[config.mk]
export PLATFORM = sky130hd
export DESIGN_NAME = colm_top
export DESIGN_NICKNAME = d
export VERILOG_FILES = /design/src/colm_pkg.sv /design/src/colm_top.sv
export VERILOG_INCLUDE_DIRS = /design/src
export SDC_FILE = /design/constraint.sdc
export NUM_CORES = 1
export LEC_CHECK = 0
export ABC_AREA = 1
export BUFFER_PORTS_ARGS = -buffer_cell sky130_fd_sc_hd__buf_2
export CAP_MARGIN = 25
export CORE_MARGIN = 8
export CORE_UTILIZATION = 40
export DETAILED_ROUTE_END_ITERATION = 10
export HOLD_SLACK_MARGIN = 0.1
export SKIP_CTS_REPAIR_TIMING = 1
export SLEW_MARGIN = 5
export SYNTH_ARGS = -nofsm -noshare
export SYNTH_HDL_FRONTEND = slang
export SYNTH_SLANG_ARGS = --single-unit
[constraint.sdc]
create_clock -name CLK_I -period 33.7 [get_ports CLK_I]
set_input_delay 6.74 -clock CLK_I [delete_from_list [all_inputs] [get_ports CLK_I]]
set_output_delay 6.74 -clock CLK_I [all_outputs]
set_load 0.1 [all_outputs]
[src/colm_consts.svh]
// Constants of the operation-level monitor: offsets, field positions, limits, timing
`ifndef COLM_CONSTS_SVH
`define COLM_CONSTS_SVH

// ****************************************
// Register byte offsets
// ****************************************
`define COLM_A_CFG 8'h00
`define COLM_A_SP 8'h04
`define COLM_A_MSP0 8'h08
`define COLM_A_MSP1 8'h0c
`define COLM_A_MSP2 8'h10
`define COLM_A_MSP3 8'h14
`define COLM_A_RAMP 8'h18
`define COLM_A_HBTH 8'h1c
`define COLM_A_OCTH 8'h20
`define COLM_A_HSTH 8'h24
`define COLM_A_SOAK 8'h28
`define COLM_A_RUN 8'h2c
`define COLM_A_PROG 8'h30
`define COLM_A_MSEL 8'h34
`define COLM_A_AUTO 8'h38
`define COLM_A_AL1 8'h3c
`define COLM_A_STAT 8'h40
`define COLM_A_CTMON 8'h44
`define COLM_A_LKMON 8'h48
`define COLM_A_RSMON 8'h4c

// ****************************************
// Fields and values
// ****************************************
`define COLM_CFG_W 22
`define COLM_EV_NONE 3'h0
`define COLM_EV_MSP 3'h1
`define COLM_EV_RUN 3'h2
`define COLM_EV_AM 3'h3
`define COLM_EV_PROG 3'h4
`define COLM_CUR_MAX 16'h0226
`define COLM_CUR_OVF 16'hffff
`define COLM_AL_MIN 16'hf831
`define COLM_AL_MAX 16'h270f
`define COLM_SEC_MIN 12'h03c
`define COLM_SEC_HOUR 12'he10

// ****************************************
// Timing
// ****************************************
`define COLM_CLK_HZ 125000000
`define COLM_KEY_HOLD_MS 3000
`define COLM_GATE_MS 100
`define COLM_SEC_MS 1000
`define COLM_KEY_HOLD_CYC (`COLM_KEY_HOLD_MS * (`COLM_CLK_HZ / 1000))
`define COLM_GATE_CYC (`COLM_GATE_MS * (`COLM_CLK_HZ / 1000))
`define COLM_SEC_CYC (`COLM_SEC_MS * (`COLM_CLK_HZ / 1000))

`endif

[src/colm_pkg.sv]
// Types of the operation-level monitor
package colm_pkg;

  // Configuration word, written as one register
  typedef struct packed {
    logic [4:0] al1_type;
    logic [2:0] ev2_fn;
    logic [2:0] ev1_fn;
    logic soak_hours;
    logic prog_pat;
    logic self_tuning;
    logic two_ct;
    logic hs_use;
    logic oc_use;
    logic hb_use;
    logic al1_asg;
    logic msp_en;
    logic am_add;
    logic two_dof;
  } colm_cfg_s;

  // Alarm state of one current channel
  typedef struct packed {
    logic hb;
    logic oc;
    logic hs;
  } colm_ch_s;

  typedef enum logic [1:0] {KEY_IDLE, KEY_HOLD, KEY_DONE} colm_key_e;

endpackage : colm_pkg

[src/colm_top.sv]
// Operation-level control and monitoring logic of a temperature controller
//
// Decided for this implementation: the address map and the plain strobed port.
`include "colm_consts.svh"

module colm_top import colm_pkg::*; #(
  parameter int unsigned KEY_HOLD_CYC = `COLM_KEY_HOLD_CYC,
  parameter int unsigned GATE_CYC = `COLM_GATE_CYC,
  parameter int unsigned SEC_CYC = `COLM_SEC_CYC
) (
  input wire logic CLK_I,
  input wire logic NRST_I,
  input wire logic [7:0] ADDR_I,
  input wire logic [31:0] WDATA_I,
  input wire logic WR_I,
  input wire logic RD_I,
  output logic [31:0] RDATA_O,
  input wire logic MODE_KEY_I,
  input wire logic [1:0] EVENT_IN_I,
  input wire logic AM_ITEM_SHOWN_I,
  input wire logic HEAT_OUT_I,
  input wire logic [15:0] CT_HEAT1_I,
  input wire logic [15:0] CT_HEAT2_I,
  input wire logic [15:0] CT_LEAK1_I,
  input wire logic [15:0] CT_LEAK2_I,
  output logic MANUAL_O,
  output logic MANUAL_LEVEL_O,
  output logic RUN_O,
  output logic STOP_LAMP_O,
  output logic PROG_RUN_O,
  output logic HEATER_ALARM_LAMP_O,
  output logic [3:0] FLASH_O,
  output logic [15:0] RAMP_SP_O
);

  // ****************************************
  // Reset release and pin synchronisers
  // ****************************************
  logic rst_s1, rst_n;
  logic key_s1, key_s2;
  logic [1:0] ev_s1, ev_s2, ev_prev;

  // Reset is asserted at once and released after two edges
  always_ff @(posedge CLK_I or negedge NRST_I) begin
    if (!NRST_I) begin
      rst_s1 <= 1'b0;
      rst_n <= 1'b0;
    end else begin
      rst_s1 <= 1'b1;
      rst_n <= rst_s1;
    end
  end

  // Key and event pins are asynchronous to the clock
  always_ff @(posedge CLK_I or negedge rst_n) begin
    if (!rst_n) begin
      key_s1 <= 1'b0;
      key_s2 <= 1'b0;
      ev_s1 <= 2'h0;
      ev_s2 <= 2'h0;
      ev_prev <= 2'h0;
    end else begin
      key_s1 <= MODE_KEY_I;
      key_s2 <= key_s1;
      ev_s1 <= EVENT_IN_I;
      ev_s2 <= ev_s1;
      ev_prev <= ev_s2;
    end
  end

  // ****************************************
  // Register file
  // ****************************************
  colm_cfg_s cfg_r;
  logic signed [15:0] sp_r, al1_r;
  logic signed [15:0] msp_r [4];
  logic [15:0] ramp_rate_r, hb_th_r, oc_th_r, hs_th_r, soak_r;
  logic [1:0] msel_r;
  // Visibility of the alarm 1 value gates its writes, so it is declared ahead of them
  logic al1_vis;

  // Plain settings; alarm 1 value is clamped into its range
  always_ff @(posedge CLK_I or negedge rst_n) begin
    if (!rst_n) begin
      cfg_r <= '0;
      sp_r <= 16'h0000;
      msp_r <= '{default: 16'h0000};
      ramp_rate_r <= 16'h0000;
      hb_th_r <= 16'h0000;
      oc_th_r <= 16'h0000;
      hs_th_r <= 16'h0000;
      soak_r <= 16'h0000;
      msel_r <= 2'h0;
      al1_r <= 16'h0000;
    end else if (WR_I) begin
      unique case (ADDR_I)
        `COLM_A_CFG: cfg_r <= colm_cfg_s'(WDATA_I[`COLM_CFG_W-1:0]);
        `COLM_A_SP: sp_r <= WDATA_I[15:0];
        `COLM_A_MSP0: msp_r[0] <= WDATA_I[15:0];
        `COLM_A_MSP1: msp_r[1] <= WDATA_I[15:0];
        `COLM_A_MSP2: msp_r[2] <= WDATA_I[15:0];
        `COLM_A_MSP3: msp_r[3] <= WDATA_I[15:0];
        `COLM_A_RAMP: ramp_rate_r <= WDATA_I[15:0];
        `COLM_A_HBTH: hb_th_r <= WDATA_I[15:0];
        `COLM_A_OCTH: oc_th_r <= WDATA_I[15:0];
        `COLM_A_HSTH: hs_th_r <= WDATA_I[15:0];
        `COLM_A_SOAK: soak_r <= WDATA_I[15:0];
        `COLM_A_MSEL: msel_r <= WDATA_I[1:0];
        `COLM_A_AL1: begin
          if (al1_vis) begin
            if ($signed(WDATA_I[15:0]) < $signed(`COLM_AL_MIN))
              al1_r <= `COLM_AL_MIN;
            else if ($signed(WDATA_I[15:0]) > $signed(`COLM_AL_MAX))
              al1_r <= `COLM_AL_MAX;
            else
              al1_r <= WDATA_I[15:0];
          end
        end
        default: ;
      endcase
    end
  end

  // ****************************************
  // Item visibility and event assignment
  // ****************************************
  logic [1:0] ev_am, ev_run, ev_prog, ev_msp;
  logic am_offered, ramp_vis, ct1_vis, ct2_vis, lk1_vis, lk2_vis, prog_vis, run_vis;
  assign ev_am = {cfg_r.ev2_fn == `COLM_EV_AM, cfg_r.ev1_fn == `COLM_EV_AM};
  assign ev_run = {cfg_r.ev2_fn == `COLM_EV_RUN, cfg_r.ev1_fn == `COLM_EV_RUN};
  assign ev_prog = {cfg_r.ev2_fn == `COLM_EV_PROG, cfg_r.ev1_fn == `COLM_EV_PROG};
  assign ev_msp = {cfg_r.ev2_fn == `COLM_EV_MSP, cfg_r.ev1_fn == `COLM_EV_MSP};
  assign am_offered = cfg_r.two_dof && cfg_r.am_add && (ev_am == 2'h0);
  assign ramp_vis = (ramp_rate_r != 16'h0000) && !cfg_r.self_tuning;
  assign ct1_vis = cfg_r.al1_asg && (cfg_r.hb_use || cfg_r.oc_use);
  assign ct2_vis = ct1_vis && cfg_r.two_ct;
  assign lk1_vis = cfg_r.al1_asg && cfg_r.hs_use;
  assign lk2_vis = lk1_vis && cfg_r.two_ct;
  assign prog_vis = cfg_r.prog_pat;
  assign run_vis = (ev_run == 2'h0);
  assign al1_vis = cfg_r.al1_asg && !(cfg_r.al1_type inside {5'h00, 5'h01, 5'h04, 5'h05, 5'h0c});

  // ****************************************
  // Time base: one-second enable
  // ****************************************
  logic [31:0] sec_cnt;
  logic sec_tick, blink_r;
  assign sec_tick = (sec_cnt == SEC_CYC - 1);

  // Blink phase toggles each second for the flashing displays
  always_ff @(posedge CLK_I or negedge rst_n) begin
    if (!rst_n) begin
      sec_cnt <= 32'h0;
      blink_r <= 1'b0;
    end else begin
      sec_cnt <= sec_tick ? 32'h0 : sec_cnt + 32'h1;
      if (sec_tick)
        blink_r <= ~blink_r;
    end
  end

  // ****************************************
  // Mode key hold and auto/manual
  // ****************************************
  colm_key_e key_st;
  logic [31:0] key_cnt;
  logic key_fire, manual_r, man_lvl_r;
  assign key_fire = (key_st == KEY_HOLD) && key_s2 && AM_ITEM_SHOWN_I && am_offered
                    && (key_cnt >= KEY_HOLD_CYC - 1);

  // Releasing the key or leaving the item drops the count, so short presses do nothing
  always_ff @(posedge CLK_I or negedge rst_n) begin
    if (!rst_n) begin
      key_st <= KEY_IDLE;
      key_cnt <= 32'h0;
    end else if (!key_s2 || !AM_ITEM_SHOWN_I || !am_offered) begin
      key_st <= KEY_IDLE;
      key_cnt <= 32'h0;
    end else begin
      unique case (key_st)
        KEY_IDLE: begin
          key_st <= KEY_HOLD;
          key_cnt <= 32'h1;
        end
        KEY_HOLD: begin
          if (key_fire)
            key_st <= KEY_DONE;
          else
            key_cnt <= key_cnt + 32'h1;
        end
        KEY_DONE: ;
      endcase
    end
  end

  // Manual wins over a simultaneous return-to-auto write
  always_ff @(posedge CLK_I or negedge rst_n) begin
    if (!rst_n) begin
      manual_r <= 1'b0;
      man_lvl_r <= 1'b0;
    end else begin
      man_lvl_r <= key_fire;
      if (ev_am != 2'h0)
        manual_r <= |(ev_s2 & ev_am);
      else if (key_fire)
        manual_r <= 1'b1;
      else if (WR_I && (ADDR_I == `COLM_A_AUTO) && WDATA_I[0])
        manual_r <= 1'b0;
    end
  end

  // ****************************************
  // Set point selection and ramp
  // ****************************************
  logic [1:0] act_idx_r;
  logic signed [15:0] target, ramp_r;
  logic signed [16:0] diff;
  assign target = cfg_r.msp_en ? msp_r[act_idx_r] : sp_r;
  assign diff = 17'(target) - 17'(ramp_r);

  // Events that carry a select bit override the key selection
  always_ff @(posedge CLK_I or negedge rst_n) begin
    if (!rst_n)
      act_idx_r <= 2'h0;
    else if (ev_msp != 2'h0)
      act_idx_r <= ev_s2 & ev_msp;
    else
      act_idx_r <= msel_r;
  end

  // Ramp steps once a second by at most the rate; rate zero follows the target
  always_ff @(posedge CLK_I or negedge rst_n) begin
    if (!rst_n)
      ramp_r <= 16'h0000;
    else if (ramp_rate_r == 16'h0000)
      ramp_r <= target;
    else if (sec_tick) begin
      if (diff > $signed({1'b0, ramp_rate_r}))
        ramp_r <= 16'(ramp_r + ramp_rate_r);
      else if (diff < -$signed({1'b0, ramp_rate_r}))
        ramp_r <= 16'(ramp_r - ramp_rate_r);
      else
        ramp_r <= target;
    end
  end

  // ****************************************
  // Run/stop and simple program
  // ****************************************
  logic prog_start, prog_stop, prog_run_r, run_r, unit_tick;
  logic [15:0] soak_rem_r;
  logic [11:0] unit_cnt;
  assign prog_start = prog_vis && ((ev_prog != 2'h0) ? |(ev_s2 & ~ev_prev & ev_prog)
                      : (WR_I && (ADDR_I == `COLM_A_PROG) && WDATA_I[0]));
  assign prog_stop = (ev_prog != 2'h0) ? |(~ev_s2 & ev_prev & ev_prog)
                     : (WR_I && (ADDR_I == `COLM_A_PROG) && !WDATA_I[0]);
  assign unit_tick = sec_tick && (unit_cnt == (cfg_r.soak_hours ? `COLM_SEC_HOUR : `COLM_SEC_MIN) - 12'h1);

  // Event assignment overrides the item; program start forces run otherwise
  always_ff @(posedge CLK_I or negedge rst_n) begin
    if (!rst_n)
      run_r <= 1'b1;
    else if (ev_run != 2'h0)
      run_r <= ~|(ev_s2 & ev_run);
    else if (prog_start)
      run_r <= 1'b1;
    else if (WR_I && (ADDR_I == `COLM_A_RUN))
      run_r <= WDATA_I[0];
  end

  // Soak counts down in whole units; reaching zero ends the program
  always_ff @(posedge CLK_I or negedge rst_n) begin
    if (!rst_n) begin
      prog_run_r <= 1'b0;
      soak_rem_r <= 16'h0000;
      unit_cnt <= 12'h000;
    end else if (prog_start) begin
      prog_run_r <= 1'b1;
      soak_rem_r <= soak_r;
      unit_cnt <= 12'h000;
    end else if (prog_stop || !prog_vis) begin
      prog_run_r <= 1'b0;
    end else if (prog_run_r) begin
      if (soak_rem_r == 16'h0000)
        prog_run_r <= 1'b0;
      else if (sec_tick) begin
        unit_cnt <= unit_tick ? 12'h000 : unit_cnt + 12'h001;
        if (unit_tick)
          soak_rem_r <= soak_rem_r - 16'h0001;
      end
    end
  end

  // ****************************************
  // Heater current monitors and alarms
  // ****************************************
  logic [31:0] on_cnt, off_cnt;
  logic on_long, off_long;
  colm_ch_s ch_r [2];
  logic [15:0] heat [2];
  logic [15:0] leak [2];
  logic [15:0] mon_r [4];
  logic [1:0] ch_on;
  assign on_long = HEAT_OUT_I && (on_cnt >= GATE_CYC);
  assign off_long = !HEAT_OUT_I && (off_cnt >= GATE_CYC);
  assign heat = '{CT_HEAT1_I, CT_HEAT2_I};
  assign leak = '{CT_LEAK1_I, CT_LEAK2_I};
  assign ch_on = {cfg_r.two_ct, 1'b1};

  // Length of the present on- or off-period, saturating
  always_ff @(posedge CLK_I or negedge rst_n) begin
    if (!rst_n) begin
      on_cnt <= 32'h0;
      off_cnt <= 32'h0;
    end else begin
      on_cnt <= !HEAT_OUT_I ? 32'h0 : (on_long ? on_cnt : on_cnt + 32'h1);
      off_cnt <= HEAT_OUT_I ? 32'h0 : (off_long ? off_cnt : off_cnt + 32'h1);
    end
  end

  // Alarms are judged only in long periods and hold across short ones
  for (genvar c = 0; c < 2; c++) begin : g_ch
    always_ff @(posedge CLK_I or negedge rst_n) begin
      if (!rst_n) begin
        ch_r[c] <= '0;
      end else begin
        if (on_long) begin
          ch_r[c].hb <= ch_on[c] && cfg_r.al1_asg && cfg_r.hb_use && (heat[c] < hb_th_r);
          ch_r[c].oc <= ch_on[c] && cfg_r.al1_asg && cfg_r.oc_use && (heat[c] > oc_th_r);
        end
        if (off_long)
          ch_r[c].hs <= ch_on[c] && lk1_vis && (leak[c] > hs_th_r);
      end
    end
    // Over-range readings show the overflow pattern
    always_ff @(posedge CLK_I or negedge rst_n) begin
      if (!rst_n) begin
        mon_r[c] <= 16'h0000;
        mon_r[c+2] <= 16'h0000;
      end else begin
        mon_r[c] <= (heat[c] > `COLM_CUR_MAX) ? `COLM_CUR_OVF : heat[c];
        mon_r[c+2] <= (leak[c] > `COLM_CUR_MAX) ? `COLM_CUR_OVF : leak[c];
      end
    end
  end

  // ****************************************
  // Outputs and read port
  // ****************************************
  logic lamp_r, stop_lamp_r;
  logic [3:0] flash_r;
  logic [31:0] rdata_r, status;
  assign status = {11'h0, ch_r[1], ch_r[0], (ev_prog != 2'h0), al1_vis, run_vis, prog_vis,
                   lk2_vis, lk1_vis, ct2_vis, ct1_vis, ramp_vis, am_offered, act_idx_r,
                   prog_run_r, run_r, manual_r};

  // Lamp and flashing follow the alarms of each channel
  always_ff @(posedge CLK_I or negedge rst_n) begin
    if (!rst_n) begin
      lamp_r <= 1'b0;
      flash_r <= 4'h0;
      stop_lamp_r <= 1'b0;
    end else begin
      lamp_r <= |{ch_r[0], ch_r[1]};
      flash_r <= {ch_r[1].hs, ch_r[0].hs, ch_r[1].hb | ch_r[1].oc, ch_r[0].hb | ch_r[0].oc}
                 & {4{blink_r}};
      stop_lamp_r <= ~run_r;
    end
  end

  // Read data stands in the cycle after the strobe only; unmapped reads give zero
  always_ff @(posedge CLK_I or negedge rst_n) begin
    if (!rst_n)
      rdata_r <= 32'h0;
    else if (!RD_I)
      rdata_r <= 32'h0;
    else begin
      unique case (ADDR_I)
        `COLM_A_CFG: rdata_r <= 32'(cfg_r);
        `COLM_A_SP: rdata_r <= {16'h0, sp_r};
        `COLM_A_AL1: rdata_r <= {16'h0, al1_r};
        `COLM_A_RUN: rdata_r <= {31'h0, run_r};
        `COLM_A_PROG: rdata_r <= {31'h0, prog_run_r};
        `COLM_A_STAT: rdata_r <= status;
        `COLM_A_CTMON: rdata_r <= {mon_r[1], mon_r[0]};
        `COLM_A_LKMON: rdata_r <= {mon_r[3], mon_r[2]};
        `COLM_A_RSMON: rdata_r <= {soak_rem_r, ramp_r};
        default: rdata_r <= 32'h0;
      endcase
    end
  end

  assign RDATA_O = rdata_r;
  assign MANUAL_O = manual_r;
  assign MANUAL_LEVEL_O = man_lvl_r;
  assign RUN_O = run_r;
  assign STOP_LAMP_O = stop_lamp_r;
  assign PROG_RUN_O = prog_run_r;
  assign HEATER_ALARM_LAMP_O = lamp_r;
  assign FLASH_O = flash_r;
  assign RAMP_SP_O = ramp_r;

  // ****************************************
  // Assertions
  // ****************************************
  key_manual_a: assert property (@(posedge CLK_I) disable iff (!rst_n)
    key_fire |=> manual_r && man_lvl_r) else $error("Held key did not enter manual");
  short_press_a: assert property (@(posedge CLK_I) disable iff (!rst_n)
    $fell(key_s2) && (ev_am == 2'h0) && !(WR_I && ADDR_I == `COLM_A_AUTO) |=> $stable(manual_r))
    else $error("Key release changed mode");
  key_count_a: assert property (@(posedge CLK_I) disable iff (!rst_n)
    key_fire |-> key_cnt == KEY_HOLD_CYC - 1) else $error("Manual entered at wrong count");
  ramp_off_a: assert property (@(posedge CLK_I) disable iff (!rst_n)
    (ramp_rate_r == 16'h0000) ##1 (ramp_rate_r == 16'h0000) && $stable(target) |-> ramp_r == target)
    else $error("Ramp differs from target with no ramp");
  gate_hb_a: assert property (@(posedge CLK_I) disable iff (!rst_n)
    !on_long |=> $stable(ch_r[0].hb) && $stable(ch_r[0].oc)) else $error("Burnout judged in short period");
  gate_hs_a: assert property (@(posedge CLK_I) disable iff (!rst_n)
    !off_long |=> $stable(ch_r[0].hs)) else $error("Short judged in short off period");
  overflow_a: assert property (@(posedge CLK_I) disable iff (!rst_n)
    (CT_HEAT1_I > `COLM_CUR_MAX) |=> mon_r[0] == `COLM_CUR_OVF) else $error("No overflow pattern");
  lamp_a: assert property (@(posedge CLK_I) disable iff (!rst_n)
    (ch_r[0] != 3'h0) |=> lamp_r) else $error("Alarm lamp not lit");
  prog_run_a: assert property (@(posedge CLK_I) disable iff (!rst_n)
    prog_start && (ev_run == 2'h0) |=> run_r && prog_run_r) else $error("Program start did not run");
  prog_stop_a: assert property (@(posedge CLK_I) disable iff (!rst_n)
    prog_stop && !prog_start |=> !prog_run_r) else $error("Program did not stop");
  stop_lamp_a: assert property (@(posedge CLK_I) disable iff (!rst_n)
    !run_r ##1 !run_r |-> stop_lamp_r) else $error("Stop lamp dark while stopped");
  al1_range_a: assert property (@(posedge CLK_I) disable iff (!rst_n)
    $signed(al1_r) >= $signed(`COLM_AL_MIN) && $signed(al1_r) <= $signed(`COLM_AL_MAX))
    else $error("Alarm 1 value out of range");

endmodule : colm_top

==> results.py, run 1 <==
metrics = {
    "finish": {
        "synthToLayoutAreaGrowth_pct": 14.5,
        "nets": 3968,
        "drive_gt1_share_pct": 10.7,
        "fillers": 6948,
    },
    "setup_path": {
        "r2r_cells": 34,
        "worstPathCellList": "buf_2 > nor2_1 > inv_1 > nor2_1 > nand2_1 > o21ai_1 > nand3_1 > buf_4 > clkinv_1 > nor2_4 > nor2_4 > o21ai_0 > nand2_1 > o21ai_0 > o21ai_0",
        "rr_startpoint": "act_idx_r[0]",
        "slowest_delay_ns": 0.67,
        "critical_path_class": "in -> reg",
        "worst_path_max_delay_cell": "nor2_4",
        "cp.buffers_inverters": 4,
        "crit_arrival_ns": 9.71,
        "end_kind": "register",
        "start_kind": "input port",
        "crit_required_ns": 34.27,
        "cp_max_fo": 37,
        "ff2ff_setup_slack_ns": 27.83,
        "rr_endpoint": "RAMP_SP_O[0]",
        "crit_top_cell": "o21ai_0",
        "path_delay_family": "simple AND/OR/NAND/NOR gates",
    },
    "placed_design": {
        "io_buffers": 160,
        "place_congestion": 0.955,
        "hpwl_um": 67000,
    },
    "clocking": {
        "cts_num_sinks": 499,
        "h-tree-depth": 2,
        "clk_pin_slew_ns": 0.06,
        "clock_latency_ns": 0.65,
        "clk_path_buf_depth": 3,
        "numCtsBuffers": 56,
        "tritoncts": "done",
        "root_buffer": "clkbuf_16",
    },
    "worst_hold_path": {
        "min-delay-path-class": "reg -> reg",
        "worstHoldEndpoint": "ev_s2[0]",
        "hold_depth": 0,
        "hold_path.startpoint": "ev_s1[0]",
    },
    "global_routing": {
        "grt_usage_pct": 22.4,
        "overflow": 0,
        "grt_pass1_vias": 23900,
        "grt_pass1_wl_um": 140000,
        "antenna_found_initial": 5,
        "grt_max_degree": 174,
    },
    "routing": {
        "drt_iter0_markers": 2144,
        "vias": 24900,
        "viasPerCell": 5.33,
        "drcViolationCount": 0,
        "drt_wl_total_um": 90200,
        "wl_per_cell_um": 19.3,
        "dr.pass1.iters": 8,
        "ant_nets": 0,
    },
    "die": {
        "die_h_um": 283,
        "die_area_um2": 79900,
        "core_area_um2": 70300,
        "fp-row-count": 97,
        "die_w_um": 283,
        "start_util_pct": 40.5,
        "ioPinCount": 171,
    },
    "logic_synthesis": {
        "synth-async-reset-ratio_pct": 100,
        "yosys_warnings": 0,
        "synth_seq_area_share_pct": 43.9,
        "synth-edff-count": 0,
        "synth_top_area_share_pct": 43.8,
        "synthTopCellsByArea": "dfrtp_1, nand2_1, ha_1",
        "ys_ff_latch": 499,
        "yosys_most_used_dff": "dfrtp_1",
        "netlist_instances": 3524,
        "syn-num-nets": 3817,
        "post_synth.cell_area_avg_um2": 8.07,
        "ys_types": 72,
        "syn_area_um2": 28400,
        "yosysTopAreaCell": "dfrtp_1",
    },
    "pwr": {
        "peakVddDrop_mv": 0.0487,
        "total_power_uw": 1610,
        "leakage_uw": 0.0151,
        "powerDensity_nw_per_um2": 49.3,
    },
    "timing": {
        "hold_viol": 0,
        "rsz0062_at_grt": "false",
        "min_period_ns": 9.13,
        "maxSlewHeadroom_pct": 28.1,
        "maxSlewViolCount": 0,
        "fmax_ghz": 0.109,
        "setup_viol": 0,
        "tightestPinTransition_ns": 1.07,
        "post-route-period-util_pct": 27.1,
        "setup_tns_ns": 0,
        "finalClockSkew_ns": 0.0546,
    },
    "job": {
        "maxCapViolations": 0,
    },
    "status": {
        "outcome": "finished, final reports clean",
    },
}
[layout by cell type (no fill, tap or decap), drive strengths merged, types with 15 or more instances in the layout]
master	Yosys	layout
nand4	58	58
clkinv	4	17
or2	24	24
nor3	91	91
a221oi	24	24
bufinv	0	15
o211ai	33	33
nor2	311	311
nand2	704	704
a21oi	174	174
nand3	145	145
o32ai	16	16
dfrtp	498	498
o21ai	347	347
a31oi	27	27
clkbuf	81	69
buf	19	193
xor2	77	77
nor4	35	35
inv	521	521
ha	177	177
o22ai	29	29
[report_power, final]
part	internal (µW)	total (µW)	switching (µW)
Sequential	618	634	15.9
Combinational	78.4	258	180
Clock	441	715	274
[logic make-up after synthesis]
logic type               Yosys count  synth area share (%)
AO/OA/AOI/OAI                    741                  15.2
XOR/XNOR                          88                  2.71
adder cells (fa/ha/maj)          180                  8.00
buffers and inverters            625                  8.46
flip-flops                       499                  43.9
multiplexers                       6                 0.238
other                              1                0.0132
AND/OR/NAND/NOR                 1384                  21.5
[how the worst max path moves through the flow]
stage                     cells past startpoint  startpoint             end
final                                        15   ADDR_I[1]  soak_rem_r[13]
after floorplan                               0       rst_n      FLASH_O[0]
after CTS                                    15   ADDR_I[1]  soak_rem_r[13]
after global routing                         15   ADDR_I[1]  soak_rem_r[13]
after global placement                       15   ADDR_I[1]  soak_rem_r[13]
after detailed placement                     15   ADDR_I[1]  soak_rem_r[13]
[flip-flops by register name (all words and copies together) (netlist names), 4 cells and up]
| name | cells |
|---|---|
| mon_r | 64 |
| msp_r | 64 |
| RDATA_O | 32 |
| key_cnt | 32 |
| off_cnt | 32 |
| on_cnt | 32 |
| sec_cnt | 32 |
| cfg_r | 21 |
| RAMP_SP_O | 16 |
| al1_r | 16 |
| hb_th_r | 16 |
| hs_th_r | 16 |
| oc_th_r | 16 |
| ramp_rate_r | 16 |
| soak_r | 16 |
| soak_rem_r | 16 |
| sp_r | 16 |
| unit_cnt | 12 |
| ch_r | 6 |
| FLASH_O | 4 |
[synthesized netlist by cell type (4+ instances only)]
cell,instances
o31ai_1,12
clkinv_1,4
a21oi_1,174
ha_1,177
o21bai_1,5
nand3_1,135
o2111ai_1,11
inv_2,8
inv_1,512
o221ai_1,12
a221oi_1,24
buf_2,9
nand2_2,8
o32ai_1,16
buf_6,5
o21ai_1,7
nor3_1,81
nor4_1,32
o21ai_0,340
xor2_1,77
o311ai_0,4
nor2_1,291
nand2_1,696
nand4_1,56
a21boi_0,4
o22ai_1,29
nor2_4,6
a211oi_1,13
nand3_2,7
o211ai_1,31
dfrtp_1,498
xnor2_1,11
nor3_2,9
clkbuf_1,81
mux2_2,6
a31oi_1,27
a21o_1,4
nand3b_1,5
o21a_1,6
or2_2,22
nor2_2,14
[metal layers]
metal	wire length, µm	global-route usage (%)	share of wire [%]	vias up
li1	-	-	-	12000
met1	40400	31.2	45	11900
met2	39300	34.3	44	823
met3	7160	4.68	7.9	162
met4	3330	8.00	3.7	0
met5	0	0	0	-
[cell type report]
class / instances / area [µm²] / share of cell area (%)
Inverter: 525 / 1970 / 6.06
Timing Repair Buffer: 193 / 1160 / 3.57
Clock buffer: 69 / 1530 / 4.70
Sequential cell: 499 / 12500 / 38.4
Multi-Input combinational cell: 2400 / 13600 / 41.6
Clock inverter: 36 / 658 / 2.02
Antenna cell: 6 / 15.0 / 0.0461
Tap cell: 940 / 1180 / 3.61
[worst register-to-register path, delay by kind of cell (launching register included)]
family | cells | cell delay, ns
AOI/OAI and AO/OA | 9 | 2.08
DFF | 1 | 0.35
and+or+nand+nor | 17 | 1.65
xor gates and xnor gates | 1 | 0.14
adders and majority gates | 2 | 0.70
buffers and inverters | 5 | 0.86
[through the flow]
| step | util [%] | cells | hold slack (ns) | instance area [µm²] | setup WS (ns) |
|---|---|---|---|---|---|
| 2_1_floorplan | - | 3524 | 0.331 | 28400 | 18.76 |
| 3_3_place_gp | 43.0 | 4548 | 0.332 | 30200 | 23.95 |
| 3_5_place_dp | 43.0 | 4550 | 0.336 | 30200 | 23.93 |
| 4_1_cts | 46.1 | 4655 | 0.346 | 32400 | 24.64 |
| 5_1_grt | 46.3 | 4662 | 0.351 | 32500 | 24.30 |
| 6_report | 46.3 | 4668 | 0.339 | 32600 | 24.57 |
Power figures use the tool's default switching activity.
==> run 2, diff against run 1 <==
ABC_AREA = 0   (was 1)
clock period = 7.47 ns   (was 33.7 ns; I/O delays follow)
==> run 2 against run 1 <==
Against the previous run:
- die area shrank 2.5%
- sequential share of layout area grew 1.5 points
- via count shrank 11%
- area after synthesis shrank 2.6%
- total power grew to 4.8 times the previous value
- largest cell class unchanged
- largest power group is now sequential cells
==> results.py, run 2 <==
metrics = {
    "worst_hold_path": {
        "min-delay-path-class": "reg -> reg",
        "hold_depth": 0,
        "worstHoldEndpoint": "rst_n",
        "hold_path.startpoint": "rst_s1",
    },
    "finish": {
        "drive_gt1_share_pct": 18.0,
        "reg.largest.list": "mon_r (64), msp_r (64)",
        "final_common_cell": "dfrtp_1",
        "fillers": 6432,
        "multi_input_area_um2": 14100,
        "final_cell_area_um2": 31300,
        "synthToLayoutAreaGrowth_pct": 13.2,
        "nets": 3141,
        "final_cell_mix": "dfrtp_1, mux2_2, nand2_1",
        "seqCellArea_um2": 12500,
        "fin_cells": 3832,
    },
    "timing": {
        "maxSlewHeadroom_pct": 27.2,
        "fmax_ghz": 0.157,
        "rsz0062_at_grt": "false",
        "finalClockSkew_ns": 0.0250,
        "min_period_ns": 6.39,
        "finalHoldWorstSlack_ns": 0.352,
        "maxSlewViolCount": 0,
        "setup_ws_ns": 1.08,
        "tightestPinTransition_ns": 1.09,
        "setup_viol": 0,
        "hold_viol": 0,
        "setup_tns_ns": 0,
        "post-route-period-util_pct": 85.5,
    },
    "logic_synthesis": {
        "yosysTopAreaCell": "dfrtp_1",
        "netlist_instances": 2708,
        "yosys_warnings": 0,
        "synth_common_cells": "dfrtp_1, mux2_2, nand2_1",
        "post_synth.cell_area_avg_um2": 10.2,
        "ys_ff_latch": 499,
        "syn_area_um2": 27700,
        "synth_seq_area_share_pct": 45.1,
        "synth.most_common_cell": "dfrtp_1",
        "ys_types": 92,
        "syn-num-nets": 3001,
        "synth-async-reset-ratio_pct": 100,
        "yosys_most_used_dff": "dfrtp_1",
        "synthTopCellsByArea": "dfrtp_1, ha_1, mux2_2",
        "synth_top_area_share_pct": 45.0,
        "synth-edff-count": 0,
    },
    "setup_path": {
        "crit_required_ns": 8.00,
        "start_kind": "register",
        "ff2ff_setup_slack_ns": 1.08,
        "crit_top_cell": "o21ai_0",
        "worstPathCellList": "buf_4 > mux4_2 > mux2i_1 > ha_1 > nor2b_1 > o21ai_0 > a21oi_1 > o21a_1 > o21a_1 > o21ai_0 > a31oi_1 > a211oi_1 > o21ai_0 > xor2_1 > ha_1 > nand4_1 > nor4_1 > nand2_1 > o311a_1 > and3_1 > o31ai_1 > a22oi_1 > o21ai_1",
        "end_kind": "register",
        "crit_arrival_ns": 6.92,
        "cp.buffers_inverters": 1,
        "cp_max_fo": 15,
        "slowest_delay_ns": 0.64,
        "critical_path_class": "reg -> reg",
        "rr_startpoint": "act_idx_r[0]",
        "path_delay_family": "compound AO/OA/AOI/OAI gates",
        "worst_path_max_delay_cell": "o31ai_1",
        "rr_endpoint": "RAMP_SP_O[11]",
        "r2r_cells": 23,
    },
    "clocking": {
        "clock_latency_ns": 0.62,
        "root_buffer": "clkbuf_16",
        "h-tree-depth": 2,
        "tritoncts": "done",
        "clk_path_buf_depth": 3,
        "numCtsBuffers": 54,
        "clk_pin_slew_ns": 0.06,
        "cts_num_sinks": 499,
    },
    "status": {
        "outcome": "finished, final reports clean",
    },
    "pwr": {
        "leakage_uw": 0.0140,
        "peakVddDrop_mv": 0.155,
        "powerDensity_nw_per_um2": 245,
    },
    "global_routing": {
        "grt_usage_pct": 21.8,
        "overflow": 0,
        "antenna_found_initial": 9,
        "grt_pass1_vias": 22500,
        "grt_max_degree": 160,
        "grt_pass1_wl_um": 133000,
    },
    "placed_design": {
        "place_congestion": 0.964,
        "hpwl_um": 63000,
        "placed_area_um2": 29500,
        "io_buffers": 160,
        "place_ws_ns": 1.18,
        "dp.cells": 3722,
    },
    "job": {
        "maxCapViolations": 0,
    },
    "routing": {
        "ant_nets": 0,
        "dr.pass1.iters": 7,
        "drt_wl_total_um": 86500,
        "drcViolationCount": 0,
        "vias": 22200,
        "wl_per_cell_um": 22.6,
        "viasPerCell": 5.80,
        "drt_iter0_markers": 1943,
    },
    "die": {
        "die_h_um": 279,
        "fp-row-count": 96,
        "start_util_pct": 40.4,
        "die_area_um2": 77900,
        "die_w_um": 279,
        "ioPinCount": 171,
        "core_area_um2": 68600,
    },
}
run 2: changes by cell type in the layout (fill, tap and decap cells not counted), moves of 52 or more:
cell / previous run / this run
nand2_1: 696 / 179
o21ai_0: 340 / 120
inv_1: 512 / 170
mux2_2: 6 / 186
nor2_1: 287 / 168
a21oi_1: 174 / 115
nand2b_1: 0 / 52
run 2: kinds of logic (layout without fill, tap and decap cells):
logic type	after synthesis	in the layout	share of synthesized area [%]
other	1	11	0.0135
muxes	212	212	9.23
xor gates and xnor gates	110	110	3.48
AOI/OAI and AO/OA	592	592	14.5
and+or+nand+nor	832	832	15.4
adders and majority gates	182	182	8.30
buffers and inverters	280	463	3.95
DFF	499	499	45.1
run 2: worst max path at each step:
stage,startpoint,end,slack (ns),cells after the start
floorplan,act_idx_r[0],RAMP_SP_O[8],1.55,25
finish,act_idx_r[0],RAMP_SP_O[11],1.08,23
CTS,act_idx_r[0],RAMP_SP_O[1],1.10,23
global placement,act_idx_r[0],RAMP_SP_O[11],1.21,23
detailed placement,act_idx_r[0],RAMP_SP_O[1],1.18,23
global route,act_idx_r[0],RAMP_SP_O[1],0.60,23
run 2: metal layers:
| layer | part of all wire, % | vias up | wire (µm) | GRT usage [%] |
|---|---|---|---|---|
| li1 | - | 10100 | - | - |
| met3 | 6.1 | 174 | 5280 | 3.85 |
| met5 | 0 | - | 0 | 0 |
| met1 | 43 | 11100 | 37300 | 28.4 |
| met4 | 3.6 | 0 | 3120 | 7.97 |
| met2 | 47 | 795 | 40800 | 36.1 |
run 2: layout make-up:
class	count	share of cell area, %
Inverter	171	2.09
Timing Repair Buffer	193	3.61
Clock buffer	73	4.92
Multi-Input combinational cell	1929	45.1
Antenna cell	10	0.0799
Clock inverter	26	0.643
Sequential cell	499	39.9
Tap cell	931	3.72
run 2: power breakdown:
group | leakage (µW) | switching (µW) | internal (µW)
sequential | 0.00651 | 138 | 2790
combinational | 0.00666 | 1350 | 762
clock | 0.000875 | 1150 | 1490
run 2: worst reg2reg max path, cell delays in order, from the launching register on:
cell	delay, ns
dfrtp_1	0.45
buf_4	0.37
mux4_2	0.55
mux2i_1	0.33
ha_1	0.26
nor2b_1	0.06
o21ai_0	0.20
a21oi_1	0.13
o21a_1	0.20
o21a_1	0.20
o21ai_0	0.28
a31oi_1	0.24
a211oi_1	0.29
o21ai_0	0.13
xor2_1	0.18
ha_1	0.35
nand4_1	0.09
nor4_1	0.28
nand2_1	0.10
o311a_1	0.32
and3_1	0.38
o31ai_1	0.65
a22oi_1	0.15
o21ai_1	0.12
run 2: through the flow:
stage          util [%]  power, µW
2_1_floorplan         -       4470
3_3_place_gp       43.0       4980
3_5_place_dp       43.1       5040
4_1_cts            45.6       7700
5_1_grt            45.7       8060
6_report           45.7       7680
